==> src/inc/pbc_pkg.sv <==
// shared constants and types for the process-byte check unit
package pbc_pkg;
	// widths
	localparam int WORD_W = 32;
	localparam int RES_W = 16;
	localparam int BYTE_W = 8;
	// field positions in the first operand register (bit 0 is the low-order end)
	localparam int DATA_LSB = 0;
	localparam int DATA_MSB = 7;
	localparam int SEL_LSB = 16;
	localparam int SEL_MSB = 23;
	// field positions in the second operand register
	localparam int RES_LSB = 0;
	localparam int RES_MSB = 15;
	localparam int HI_LSB = 16;
	localparam int HI_MSB = 31;
	// check-code selector values
	localparam logic [7:0] SEL_BISYNC = 8'h00;
	localparam logic [7:0] SEL_SDLC = 8'h01;
	localparam logic [7:0] SEL_XOR = 8'h02;
	// generator polynomials, bit-reversed for low-order-bit-first shifting
	localparam logic [15:0] POLY_BISYNC = 16'ha001;
	localparam logic [15:0] POLY_SDLC = 16'h8408;
	// reset values
	localparam logic [15:0] RES_RST = 16'h0000;
	localparam logic [31:0] WORD_RST = 32'h0000_0000;
	localparam logic [7:0] BYTE_RST = 8'h00;
	// residue halfword must sit on an even byte address
	localparam int HALF_ALIGN_BIT = 0;
	// sequencer states
	typedef enum logic [2:0] {
		PBC_IDLE,
		PBC_RD,
		PBC_CALC,
		PBC_WR
	} pbc_state_t;
endpackage : pbc_pkg

==> src/core/pbc_crc_step.sv <==
// one-byte residue update for a reflected 16-bit crc
`timescale 1ns/1ps
`default_nettype none
module pbc_crc_step #(
	parameter logic [15:0] POLY = 16'ha001
) (
	// operands
	input wire logic [7:0] i_data,
	input wire logic [15:0] i_res,
	// result
	output logic [15:0] o_res
);
	import pbc_pkg::*;

	// data enters low-order bit first, matching the line bit order
	always_comb begin
		logic [15:0] acc;
		acc = i_res ^ {8'h00, i_data};
		for (int k = 0; k < BYTE_W; k++) begin
			if (acc[0]) begin
				acc = (acc >> 1) ^ POLY;
			end else begin
				acc = acc >> 1;
			end
		end
		o_res = acc;
	end
endmodule : pbc_crc_step
`default_nettype wire

==> src/core/pbc_process_byte.sv <==
// process-byte check unit: crc / longitudinal xor residue update
// Behaviour
// - data byte is first operand low byte
// - selector byte picks BISYNC, SDLC or xor
// - BISYNC crc, x16+x15+x2+1
// - SDLC crc, x16+x12+x5+1
// - xor check: residue xor data byte
// - memory form reads residue halfword at address
// - memory form writes result to same halfword
// - register form residue from second operand low half
// - register form result into low half
// - other first operand bytes are ignored
// - first operand register never written
// - condition code never altered
`timescale 1ns/1ps
`default_nettype none
module pbc_process_byte #(
	parameter int ADDR_W = 24
) (
	// clock and reset
	input wire logic i_clk,
	input wire logic i_rstn,
	// instruction request from execute logic
	input wire logic i_start,
	input wire logic i_mem_form,
	input wire logic [pbc_pkg::WORD_W-1:0] i_first_reg_operand,
	input wire logic [pbc_pkg::WORD_W-1:0] i_second_reg_operand,
	input wire logic [ADDR_W-1:0] i_operand_addr,
	// completion and register write-back
	output logic o_busy,
	output logic o_done,
	output logic o_reg_we,
	output logic [pbc_pkg::WORD_W-1:0] o_reg_wdata,
	output logic o_cc_we,
	// halfword memory port
	output logic o_mem_rd,
	output logic o_mem_wr,
	output logic [ADDR_W-1:0] o_mem_addr,
	output logic [pbc_pkg::RES_W-1:0] o_mem_wdata,
	input wire logic [pbc_pkg::RES_W-1:0] i_mem_rdata,
	input wire logic i_mem_ack
);
	import pbc_pkg::*;

	pbc_state_t state_r;
	logic form_mem_r;
	logic [7:0] data_r;
	logic [7:0] sel_r;
	logic [15:0] res_r;
	logic [15:0] hi_r;
	logic [15:0] res_nxt;
	logic [15:0] crc_bisync;
	logic [15:0] crc_sdlc;
	logic take;
	logic busy_r;
	logic done_r;
	logic reg_we_r;
	logic [31:0] reg_wdata_r;
	logic mem_rd_r;
	logic mem_wr_r;
	logic [ADDR_W-1:0] mem_addr_r;
	logic [15:0] mem_wdata_r;

	assign take = i_start && !busy_r;

	pbc_crc_step #(
		.POLY(POLY_BISYNC)
	) u_bisync (
		.i_data(data_r),
		.i_res(res_r),
		.o_res(crc_bisync)
	);

	pbc_crc_step #(
		.POLY(POLY_SDLC)
	) u_sdlc (
		.i_data(data_r),
		.i_res(res_r),
		.o_res(crc_sdlc)
	);

	// undefined selectors leave the residue as it was; software must avoid them
	always_comb begin
		unique case (sel_r)
			SEL_BISYNC: res_nxt = crc_bisync;
			SEL_SDLC: res_nxt = crc_sdlc;
			SEL_XOR: res_nxt = res_r ^ {8'h00, data_r};
			default: res_nxt = res_r;
		endcase
	end

	// operand capture: of the first operand only the data and selector bytes are kept
	always_ff @(posedge i_clk) begin
		if (!i_rstn) begin
			form_mem_r <= 1'b0;
			data_r <= BYTE_RST;
			sel_r <= BYTE_RST;
			hi_r <= RES_RST;
		end else if (take) begin
			form_mem_r <= i_mem_form;
			data_r <= i_first_reg_operand[DATA_MSB:DATA_LSB];
			sel_r <= i_first_reg_operand[SEL_MSB:SEL_LSB];
			hi_r <= i_second_reg_operand[HI_MSB:HI_LSB];
		end
	end

	// sequencer
	always_ff @(posedge i_clk) begin
		if (!i_rstn) begin
			state_r <= PBC_IDLE;
		end else begin
			unique case (state_r)
				PBC_IDLE: begin
					if (take) begin
						state_r <= i_mem_form ? PBC_RD : PBC_CALC;
					end
				end
				PBC_RD: begin
					if (i_mem_ack) begin
						state_r <= PBC_CALC;
					end
				end
				PBC_CALC: begin
					state_r <= form_mem_r ? PBC_WR : PBC_IDLE;
				end
				PBC_WR: begin
					if (i_mem_ack) begin
						state_r <= PBC_IDLE;
					end
				end
				default: state_r <= PBC_IDLE;
			endcase
		end
	end

	// working residue
	always_ff @(posedge i_clk) begin
		if (!i_rstn) begin
			res_r <= RES_RST;
		end else if (take && !i_mem_form) begin
			res_r <= i_second_reg_operand[RES_MSB:RES_LSB];
		end else if (state_r == PBC_RD && i_mem_ack) begin
			res_r <= i_mem_rdata;
		end else if (state_r == PBC_CALC) begin
			res_r <= res_nxt;
		end
	end

	// busy covers the whole instruction, so a second start waits
	always_ff @(posedge i_clk) begin
		if (!i_rstn) begin
			busy_r <= 1'b0;
		end else if (take) begin
			busy_r <= 1'b1;
		end else if (done_r) begin
			busy_r <= 1'b0;
		end
	end

	// completion pulse and register write-back; only the second operand is written
	always_ff @(posedge i_clk) begin
		if (!i_rstn) begin
			done_r <= 1'b0;
			reg_we_r <= 1'b0;
			reg_wdata_r <= WORD_RST;
		end else begin
			done_r <= (state_r == PBC_CALC && !form_mem_r) || (state_r == PBC_WR && i_mem_ack);
			reg_we_r <= state_r == PBC_CALC && !form_mem_r;
			if (state_r == PBC_CALC && !form_mem_r) begin
				reg_wdata_r <= {hi_r, res_nxt};
			end
		end
	end

	// memory requests are levels held until acknowledged
	always_ff @(posedge i_clk) begin
		if (!i_rstn) begin
			mem_rd_r <= 1'b0;
			mem_wr_r <= 1'b0;
			mem_addr_r <= '0;
			mem_wdata_r <= RES_RST;
		end else begin
			if (take && i_mem_form) begin
				mem_rd_r <= 1'b1;
				mem_addr_r <= i_operand_addr;
				mem_addr_r[HALF_ALIGN_BIT] <= 1'b0;
			end else if (state_r == PBC_RD && i_mem_ack) begin
				mem_rd_r <= 1'b0;
			end
			if (state_r == PBC_CALC && form_mem_r) begin
				mem_wr_r <= 1'b1;
				mem_wdata_r <= res_nxt;
			end else if (state_r == PBC_WR && i_mem_ack) begin
				mem_wr_r <= 1'b0;
			end
		end
	end

	assign o_busy = busy_r;
	assign o_done = done_r;
	assign o_reg_we = reg_we_r;
	assign o_reg_wdata = reg_wdata_r;
	// flags are never touched by this unit
	assign o_cc_we = 1'b0;
	assign o_mem_rd = mem_rd_r;
	assign o_mem_wr = mem_wr_r;
	assign o_mem_addr = mem_addr_r;
	assign o_mem_wdata = mem_wdata_r;
endmodule : pbc_process_byte
`default_nettype wire

==> config.mk <==
export PLATFORM = sky130hd
export DESIGN_NAME = pbc_process_byte
export DESIGN_NICKNAME = d
export VERILOG_FILES = /design/src/inc/pbc_pkg.sv /design/src/core/pbc_crc_step.sv /design/src/core/pbc_process_byte.sv
export SDC_FILE = /design/constraint.sdc
export NUM_CORES = 1
export LEC_CHECK = 0
export BUFFER_PORTS_ARGS = -buffer_cell sky130_fd_sc_hd__clkbuf_2
export CAP_MARGIN = 20
export CORE_ASPECT_RATIO = 0.5
export CORE_MARGIN = 2
export CORE_UTILIZATION = 25
export DETAILED_ROUTE_END_ITERATION = 6
export PLACE_DENSITY_LB_ADDON = 0.12
export SETUP_SLACK_MARGIN = 0.2
export SYNTH_ARGS = -nofsm -noshare
export SYNTH_HDL_FRONTEND = slang
export SYNTH_SLANG_ARGS = --single-unit
==> constraint.sdc <==
create_clock -name i_clk -period 2.7 [get_ports i_clk]
set_input_delay 0.54 -clock i_clk [delete_from_list [all_inputs] [get_ports i_clk]]
set_output_delay 0.54 -clock i_clk [all_outputs]
set_load 0.01 [all_outputs]
After elaboration in Yosys (flattened, before gate mapping)
Index checks and enable logic that the tools add are counted.
{ "totals": {"word_cells": 89, "register_bits": 128} }
{ "op_classes": {"n_bitwise": 17, "reduce_logical": 18, "n_eq_ne": 8, "mux": 32} }
{ "op_table": {"columns": ["operator", "n"], "rows": [
  ["$mux W16", 19],
  ["$not A2 Y3", 16],
  ["$pmux W16 S3", 1],
  ["$xor A16 B8 Y16", 1],
  ["$pmux W3 S4", 1],
  ["$mux W3", 3],
  ["$eq A8 B1 Y1 const B", 1],
  ["$eq A8 B2 Y1 const B", 1],
  ["$logic_not A8 Y1", 1],
  ["$logic_and A1 B1 Y1", 7],
  ["$eq A3 B2 Y1 const B", 2],
  ["$mux W1", 6],
  ["$ne A2 B2 Y1 const B", 3],
  ["$reduce_bool A2 Y1", 3],
  ["$mux W2", 2],
  ["$eq A3 B1 Y1 const B", 1],
  ["$logic_not A1 Y1", 3],
  ["$logic_not A3 Y1", 1],
  ["$reduce_and A3 Y1", 1],
  ["$reduce_bool A3 Y1", 1],
  ["$logic_or A1 B1 Y1", 1]
]} }

Logic depth before layout (Yosys ltp)
Gate-level depths: netlist (run 1).
{ "logic_depth": {"word_depth": 21, "mapped_depth": 9, "mapped_depth_nobuf": 6} }

Modules after synthesis
Synthesis (run 1) repeated with hierarchy kept, for this count alone.
{ "hier_totals": {"hier_cells": 701, "hier_area_um2": 5860.6} }
{ "by_module_without_submodules": {"columns": ["mod", "instances", "seq_area_each_um2", "area_per_inst_um2", "cells_each"], "rows": [
  ["pbc_process_byte", 1, 2542.4, 5196.2, 647],
  ["pbc_crc_step (u_sdlc)", 1, 0.0, 380.4, 25],
  ["pbc_crc_step (u_bisync)", 1, 0.0, 284.0, 29]
]} }

Least setup slack after synthesis (run 1)
No wires, ideal clock.
{ "synth_timing": {"kind": "flip-flop to flip-flop", "start": "reg res_r[2]", "end": "reg reg_wdata_r[15], in the netlist o_reg_wdata[15]", "path_stages_with_launch": 7, "period_less_slack_ps": 2105, "required_time_ps": 2563, "t_arrival_ps": 1967, "setup_ps": 137, "slack_ps": 595, "path_cell_list": "dfxtp_1 > xnor2_2 > xor2_1 > xnor3_1 > or3_1 > a31oi_1 > a211oi_1"} }
{ "synth_via": {"elab_chain_cells": 11} }
{ "synth_lines": {"columns": ["item", "line", "rtl"], "rows": [
  ["start, declared", "pbc_process_byte.sv:49", "logic [15:0] res_r;"],
  ["start signal, assigned", "pbc_process_byte.sv:141", "res_r <= i_second_reg_operand[RES_MSB:RES_LSB];"],
  ["start signal, assigned", "pbc_process_byte.sv:143", "res_r <= i_mem_rdata;"],
  ["start signal, assigned", "pbc_process_byte.sv:145", "res_r <= res_nxt;"],
  ["$xor A16 B8 Y16 *", "pbc_crc_step.sv:18", "acc = i_res ^ {8'h00, i_data};"],
  ["$mux W16 *", "pbc_crc_step.sv:20", "if (acc[0]) begin"],
  ["$not A2 Y3 (no source line)", null, null],
  ["$mux W16 * (7 in a row)", "pbc_crc_step.sv:20", null],
  ["$pmux W16 S3 *", "pbc_process_byte.sv:84", "unique case (sel_r)"],
  ["end signal, assigned", "pbc_process_byte.sv:170", "reg_wdata_r <= {hi_r, res_nxt};"],
  ["end, declared", "pbc_process_byte.sv:58", "logic [31:0] reg_wdata_r;"]
]} }
Every way passes the cells marked *; elsewhere a longest branch is shown, timed or not.
A chain may end at the register's enable or synchronous reset.

Worst setup path after layout (run 1)
{ "layout_timing": {"start": "reg res_r[1]", "end": "reg reg_wdata_r[14], in the netlist o_reg_wdata[14]"} }
{ "layout_via": {"elab_chain_cells": 11} }
{ "layout_lines": {"columns": ["item", "line"], "rows": [
  ["$xor A16 B8 Y16 *", "pbc_crc_step.sv:18"],
  ["$not A2 Y3 (no source line)", null],
  ["$mux W16 * (8 in a row)", "pbc_crc_step.sv:20"],
  ["$pmux W16 S3 *", "pbc_process_byte.sv:84"]
]} }
Marks and branches as above.

==> summary.md, run 1 <==
| Metric | Value |
|---|---|
| Overall Power | 5.84 mW |
| Post-Place Setup Slack | 312 ps |
| Max Cap Violations | 0 |
| Setup TNS | 0 ps |
| Yosys reg bits | 127 |
| # fillers | 2411 |
| Yosys top cell area share | 0.456 |
| Worst slew margin | 0.477 |
| Largest net degree at the start of global routing | 43 |
| Clock Skews | 11.1 ps |
| Most used cell, CP | xnor2_2 |
| Worst-case clock buffer depth | 2 |
| Startpoint Class | register |
| CTS hold repair buffers | 0 |
| First-pass GRT wire length | 28500 µm |
| Crit end category | register |
| Seq pwr share | 0.363 |
| I/O Buffers | 167 |
| Cell variety after synth | 47 |
| Critical path, cell by cell | xnor2_2, xnor2_2, xnor3_1, and3_1, o31a_1, a211oi_1 |
| Cell accounting for the most synthesized area | dfxtp_1 |
| Die outline width | 215 µm |
| Yosys warns | 0 |
| Gp weighted congestion | 0.811 |
| Clock Sinks | 127 |
| WP data arrival | 2670 ps |
| Die ar. | 23600 µm² |
| CTS root buffer | clkbuf_16 |
| Worst Tran Pin Value | 784 ps |
| Initial antenna violation count | 0 |
| Max VDD drop | 0.332 mV |
| DRC errors left | 0 |
| Ant. Diodes | 0 |
| Min-Delay Path Depth | 3 |
| Final Hold Fails | 0 |
| Post-synthesis instance total | 694 |
| Commonest non-fill, non-tap cell in the layout | nand2_1 |
| Clk pin slew, worst setup/hold paths | 60 ps |
| Gr ovfl total | 0 |
| Pleak | 3.10 nW |
| Worst reg2reg path depth | 6 |
| Vias | 5289 |
| Sw frac | 0.299 |
| Core region area | 21800 µm² |
| Final period util | 0.867 |
| Fraction of final layout cells with drive strength greater than 1 | 0.281 |
| Vias/cell | 4.52 |
| CTS tree | yes |
| P per Cell Area | 782 nW/µm² |
| Cts bufs inserted | 17 |
| DR pass1 iterations | 4 |
| DR WL/cell | 15.6 µm |
| H-tree Lvls | 4 |
| Crit path time final | 2340 ps |
| Slowest cell on crit path | xnor3_1 |
| RSZ-0062 raised after global routing | false |
| EDFF count, synth | 0 |
| Max Clk Rate | 427 MHz |
| Syn-to-layout area delta | 33.7% |
| Skew-Pair Late Insertion Delay | 430 ps |
| Ys async rst share | 0 |
| Critical Path Fanout Max | 6 |
| Sequential area share after synthesis | 0.456 |
| Initial Utilization | 0.256 |
| Status | finished clean |
| Die height | 110 µm |
| Synth top area cells | dfxtp_1 (46%), nand2_1 (12%), a21oi_1 (9.2%), clkbuf_1 (3.2%), xnor2_1 (2.7%) |
| Cell-internal power | 4.09 mW |
| Count of final setup violators | 0 |
| Antenna Nets Post-Route | 0 |
| Clock power frac | 0.414 |
| Worst endpoint required time | 3030 ps |
| Comb pwr share | 0.223 |
| NetSw | 1.75 mW |
| Setup CP Type | register to register |
| Rows | 38 |
| Cell area after synthesis | 5580 µm² |
| Post-DP HPWL | 13200 µm |
| Avg Cell Area, Syn | 8.04 µm² |
| Final Max Tran Viols | 0 |
| Setup ws final | 360 ps |
| GRT Overall Usage | 0.160 |
| Most frequent cells in the layout | nand2_1 (178), clkbuf_2 (167), dfxtp_1 (127) |
| Ys flop type | dfxtp_1 |
| DR iter-0 viols | 278 |
| Fin nets | 966 |
| Hold Crit Class | input port to register |
| Num ports | 187 |
| Max incr delay on CP | 480 ps |
| Wirelength, routed | 18300 µm |
| Vias in the first global route | 5152 |
## cell type report
type	count	area (µm²)	area share
clock buffer	19	453	0.0607
clock inverter	12	159	0.0213
inverter	3	12.5	0.00168
multi-input combinational	511	2850	0.381
sequential	127	2540	0.341
tap	300	375	0.0503
timing repair buffer	197	1070	0.144
## registers in the layout, indices dropped and copies added (netlist names)
signal       cells
hi_r            16
o_done           1
res_r           16
o_mem_rd         1
o_mem_addr      23
o_reg_we         1
form_mem_r       1
o_mem_wdata     16
data_r           8
state_r          2
o_mem_wr         1
o_reg_wdata     32
sel_r            8
o_busy           1
## metal layers
| metal | track usage | share of wire |
|---|---|---|
| met3 | 0.0360 | 0.041 |
| met1 | 0.207 | 0.49 |
| met5 | 0 | 0 |
| met4 | 0.0571 | 0.014 |
| met2 | 0.263 | 0.46 |
## synthesized netlist by cell type, drive strengths merged (3+ instances only)
master  instances
a211oi         18
a21o            7
a21oi         103
a31oi          12
and2            3
and3            4
buf             6
clkbuf         48
dfxtp         127
mux2i          13
nand2         178
nand2b          7
nand3           3
nor2           36
nor2b           6
nor3           12
nor3b           5
o211ai          3
o21a            3
o21ai          24
o221ai          9
o22ai           3
o31ai           3
or3             6
xnor2          23
xnor3           4
xor2            3
## repair_timing
action,4_1_cts,5_1_grt
setup buffers,0,0
endpoints found under the setup margin,0,6
gates resized for setup,0,2
## through the flow
stage / utilization / area, µm² / instances / hold slack (ps)
final: 0.343 / 7460 / 1169 / 325
after global placement: 0.314 / 6830 / 1138 / 437
after detailed placement: 0.314 / 6830 / 1138 / 442
after floorplan: - / 5580 / 695 / 432
after CTS: 0.342 / 7440 / 1169 / 301
after global routing: 0.343 / 7460 / 1169 / 312
## cell families after synthesis
family,synth area share
DFF,0.456
muxes,0.0233
AOI/OAI and AO/OA,0.216
other,0.000672
buffers and inverters,0.0397
and+or+nand+nor,0.200
xor gates and xnor gates,0.0650
## power by group through the flow
stage	Sequential (mW)	Combinational [mW]	Clock [mW]
after floorplan	2.15	0.870	0
after global placement	2.16	1.30	0
after detailed placement	2.16	1.30	0
after CTS	2.12	1.31	2.49
after global routing	2.14	1.45	2.59
final	2.12	1.30	2.42
## worst max-delay path, delay by kind of cell (launching register included)
family / cells / cell delay (ps)
compound gates: 2 / 570
simple gates: 1 / 200
xor+xnor: 3 / 1120
flops: 1 / 360
## final timing paths
kind	from	to	slack, ps
worst max-delay path	res_r[1]	o_reg_wdata[14]	360
worst min-delay path	i_operand_addr[20]	o_mem_addr[20]	320
worst max register to register	res_r[1]	o_reg_wdata[14]	360
worst min register to register	hi_r[6]	o_reg_wdata[22]	450
Note: power is estimated with default switching activity, not from simulation.
==> run 2, diff against run 1 <==
==> constraint.sdc (replaced) <==
create_clock -name i_clk -period 2.7 [get_ports i_clk]
set_input_delay 0.135 -clock i_clk [delete_from_list [all_inputs] [get_ports i_clk]]
set_output_delay 0.135 -clock i_clk [all_outputs]
set_load 0.01 [all_outputs]
==> summary.md, run 2 (synthesis gave the netlist of run 1 again) <==
| Metric | Value |
|---|---|
| Wirelength, routed | 18600 µm |
| Setup TNS | 0 ps |
| Core region area | 21800 µm² |
| Initial Utilization | 0.256 |
| Worst slew margin | 0.380 |
| DR iter-0 viols | 256 |
| Rows | 38 |
| DRC errors left | 0 |
| Ant. Diodes | 0 |
| Slowest cell on crit path | xnor3_1 |
| Final Max Tran Viols | 0 |
| Max reg flops | 32 |
| Die height | 110 µm |
| Startpoint Class | register |
| Worst Tran Pin Value | 930 ps |
| Worst-case clock buffer depth | 2 |
| Clk pin slew, worst setup/hold paths | 60 ps |
| FF+latch area | 2540 µm² |
| Antenna Nets Post-Route | 0 |
| Die outline width | 215 µm |
| First-pass GRT wire length | 28700 µm |
| Syn-to-layout area delta | 43.7% |
| CTS root buffer | clkbuf_16 |
| Vias | 5527 |
| Skew-Pair Late Insertion Delay | 420 ps |
| Setup CP Type | register to register |
| Crit end category | register |
| # fillers | 2355 |
| Die ar. | 23600 µm² |
| Max Clk Rate | 426 MHz |
| CTS tree | yes |
| Cts bufs inserted | 17 |
| Clock Skews | 8.37 ps |
| Critical path, cell by cell | xnor2_2, xnor2_2, xnor3_1, and3_1, o31a_1, a211oi_1 |
| Gp weighted congestion | 0.799 |
| Fin nets | 1022 |
| Max incr delay on CP | 490 ps |
| Status | finished clean |
| Worst endpoint required time | 3040 ps |
| Count of final setup violators | 0 |
| DR pass1 iterations | 5 |
| Most used cell, CP | xnor2_2 |
| Fraction of final layout cells with drive strength greater than 1 | 0.259 |
| Critical Path Fanout Max | 6 |
| RSZ-0062 raised after global routing | false |
| Max VDD drop | 0.392 mV |
| Post-layout instance count excluding filler cells | 1226 |
| GRT Overall Usage | 0.159 |
| Final Hold Fails | 0 |
| Setup Buffers After CTS | 0 |
| WP data arrival | 2680 ps |
| Cells after DPL | 1133 |
| Clock Sinks | 127 |
| Multi-input logic area | 2850 µm² |
| Hold Crit Class | input port to register |
| Final period util | 0.870 |
| Family with the most delay on the worst path | XOR/XNOR gates |
| Crit path time final | 2350 ps |
| Worst Path Buf+Inv | 0 |
| I/O Buffers | 167 |
| Gr ovfl total | 0 |
| H-tree Lvls | 4 |
| Post-DP HPWL | 13100 µm |
| Most frequent cells in the layout | nand2_1 (178), clkbuf_2 (167), dfxtp_1 (127) |
| DR WL/cell | 15.1 µm |
| Vias/cell | 4.51 |
| Pleak | 3.32 nW |
| Commonest non-fill, non-tap cell in the layout | nand2_1 |
| Vias in the first global route | 5234 |
| Initial antenna violation count | 0 |
| Num ports | 187 |
| Largest net degree at the start of global routing | 57 |
| P per Cell Area | 716 nW/µm² |
| Max Cap Violations | 0 |
-- run 2: cell types whose count changed in the layout (fill, tap and decap cells not counted) --
cell,delta
clkbuf_8,-2
inv_8,+1
dlygate4sd3_1,+61
xor2_1,-1
xor2_2,+1
xnor2_1,+1
xnor2_2,-1
buf_4,-7
inv_6,+6
buf_12,+2
clkinv_4,-2
bufinv_16,-2
-- run 2: worst reg2reg max path, cell delays in order (launching register included) --
cell      delay [ps]
dfxtp_1          440
xnor2_2          180
xnor2_2          390
xnor3_1          490
and3_1           200
o31a_1           330
a211oi_1         230
-- run 2: area by class of cell --
| cell class | instances | share of cell area |
|---|---|---|
| clock inverter | 15 | 0.0181 |
| inverter | 3 | 0.00156 |
| sequential | 127 | 0.317 |
| timing repair buffer | 253 | 0.208 |
| multi-input combinational | 511 | 0.355 |
| clock buffer | 17 | 0.0531 |
| tap | 300 | 0.0468 |
-- run 2: final timing paths --
kind	start	endpoint	slack, ps	depth (start not counted)
worst max-delay path	data_r[1]	o_reg_wdata[14]	350	6
worst min-delay path	i_mem_ack	o_mem_wr	30	4
worst max register to register	data_r[1]	o_reg_wdata[14]	350	6
worst min register to register	hi_r[0]	o_reg_wdata[16]	450	2
-- run 2: report_power, final --
part / total, mW / internal [mW] / switching [mW]
combinational: 1.37 / 0.640 / 0.734
clock: 2.25 / 1.29 / 0.962
sequential: 2.12 / 2.00 / 0.112
-- run 2: layer usage --
layer	vias to the layer above	share of wire	global-route usage	routed length, µm
met5	-	0	0	0
met4	0	0.013	0.0596	239
met3	16	0.038	0.0335	713
met2	111	0.46	0.260	8570
met1	2566	0.49	0.209	9040
li1	2834	-	-	-
-- run 2: repair_timing --
| item | 4_1_cts | 5_1_grt |
|---|---|---|
| hold buffers | 61 | 0 |
| endpoints found under the hold margin | 61 | 0 |
| setup endpoints to repair | 0 | 5 |
| gates resized for setup | 0 | 2 |
-- run 2: stage by stage --
step           hold slack, ps  utilization  setup slack (ps)  total power, mW  instance area [µm²]
6_report                 33.8        0.368               352             5.75                 8020
5_1_grt                  25.6        0.368               227             6.08                 8020
4_1_cts                  10.9        0.367               311             5.83                 8000
3_5_place_dp              365        0.313               328             3.46                 6820
3_3_place_gp              357        0.313               368             3.45                 6820
2_1_floorplan             271            -               595             3.02                 5580
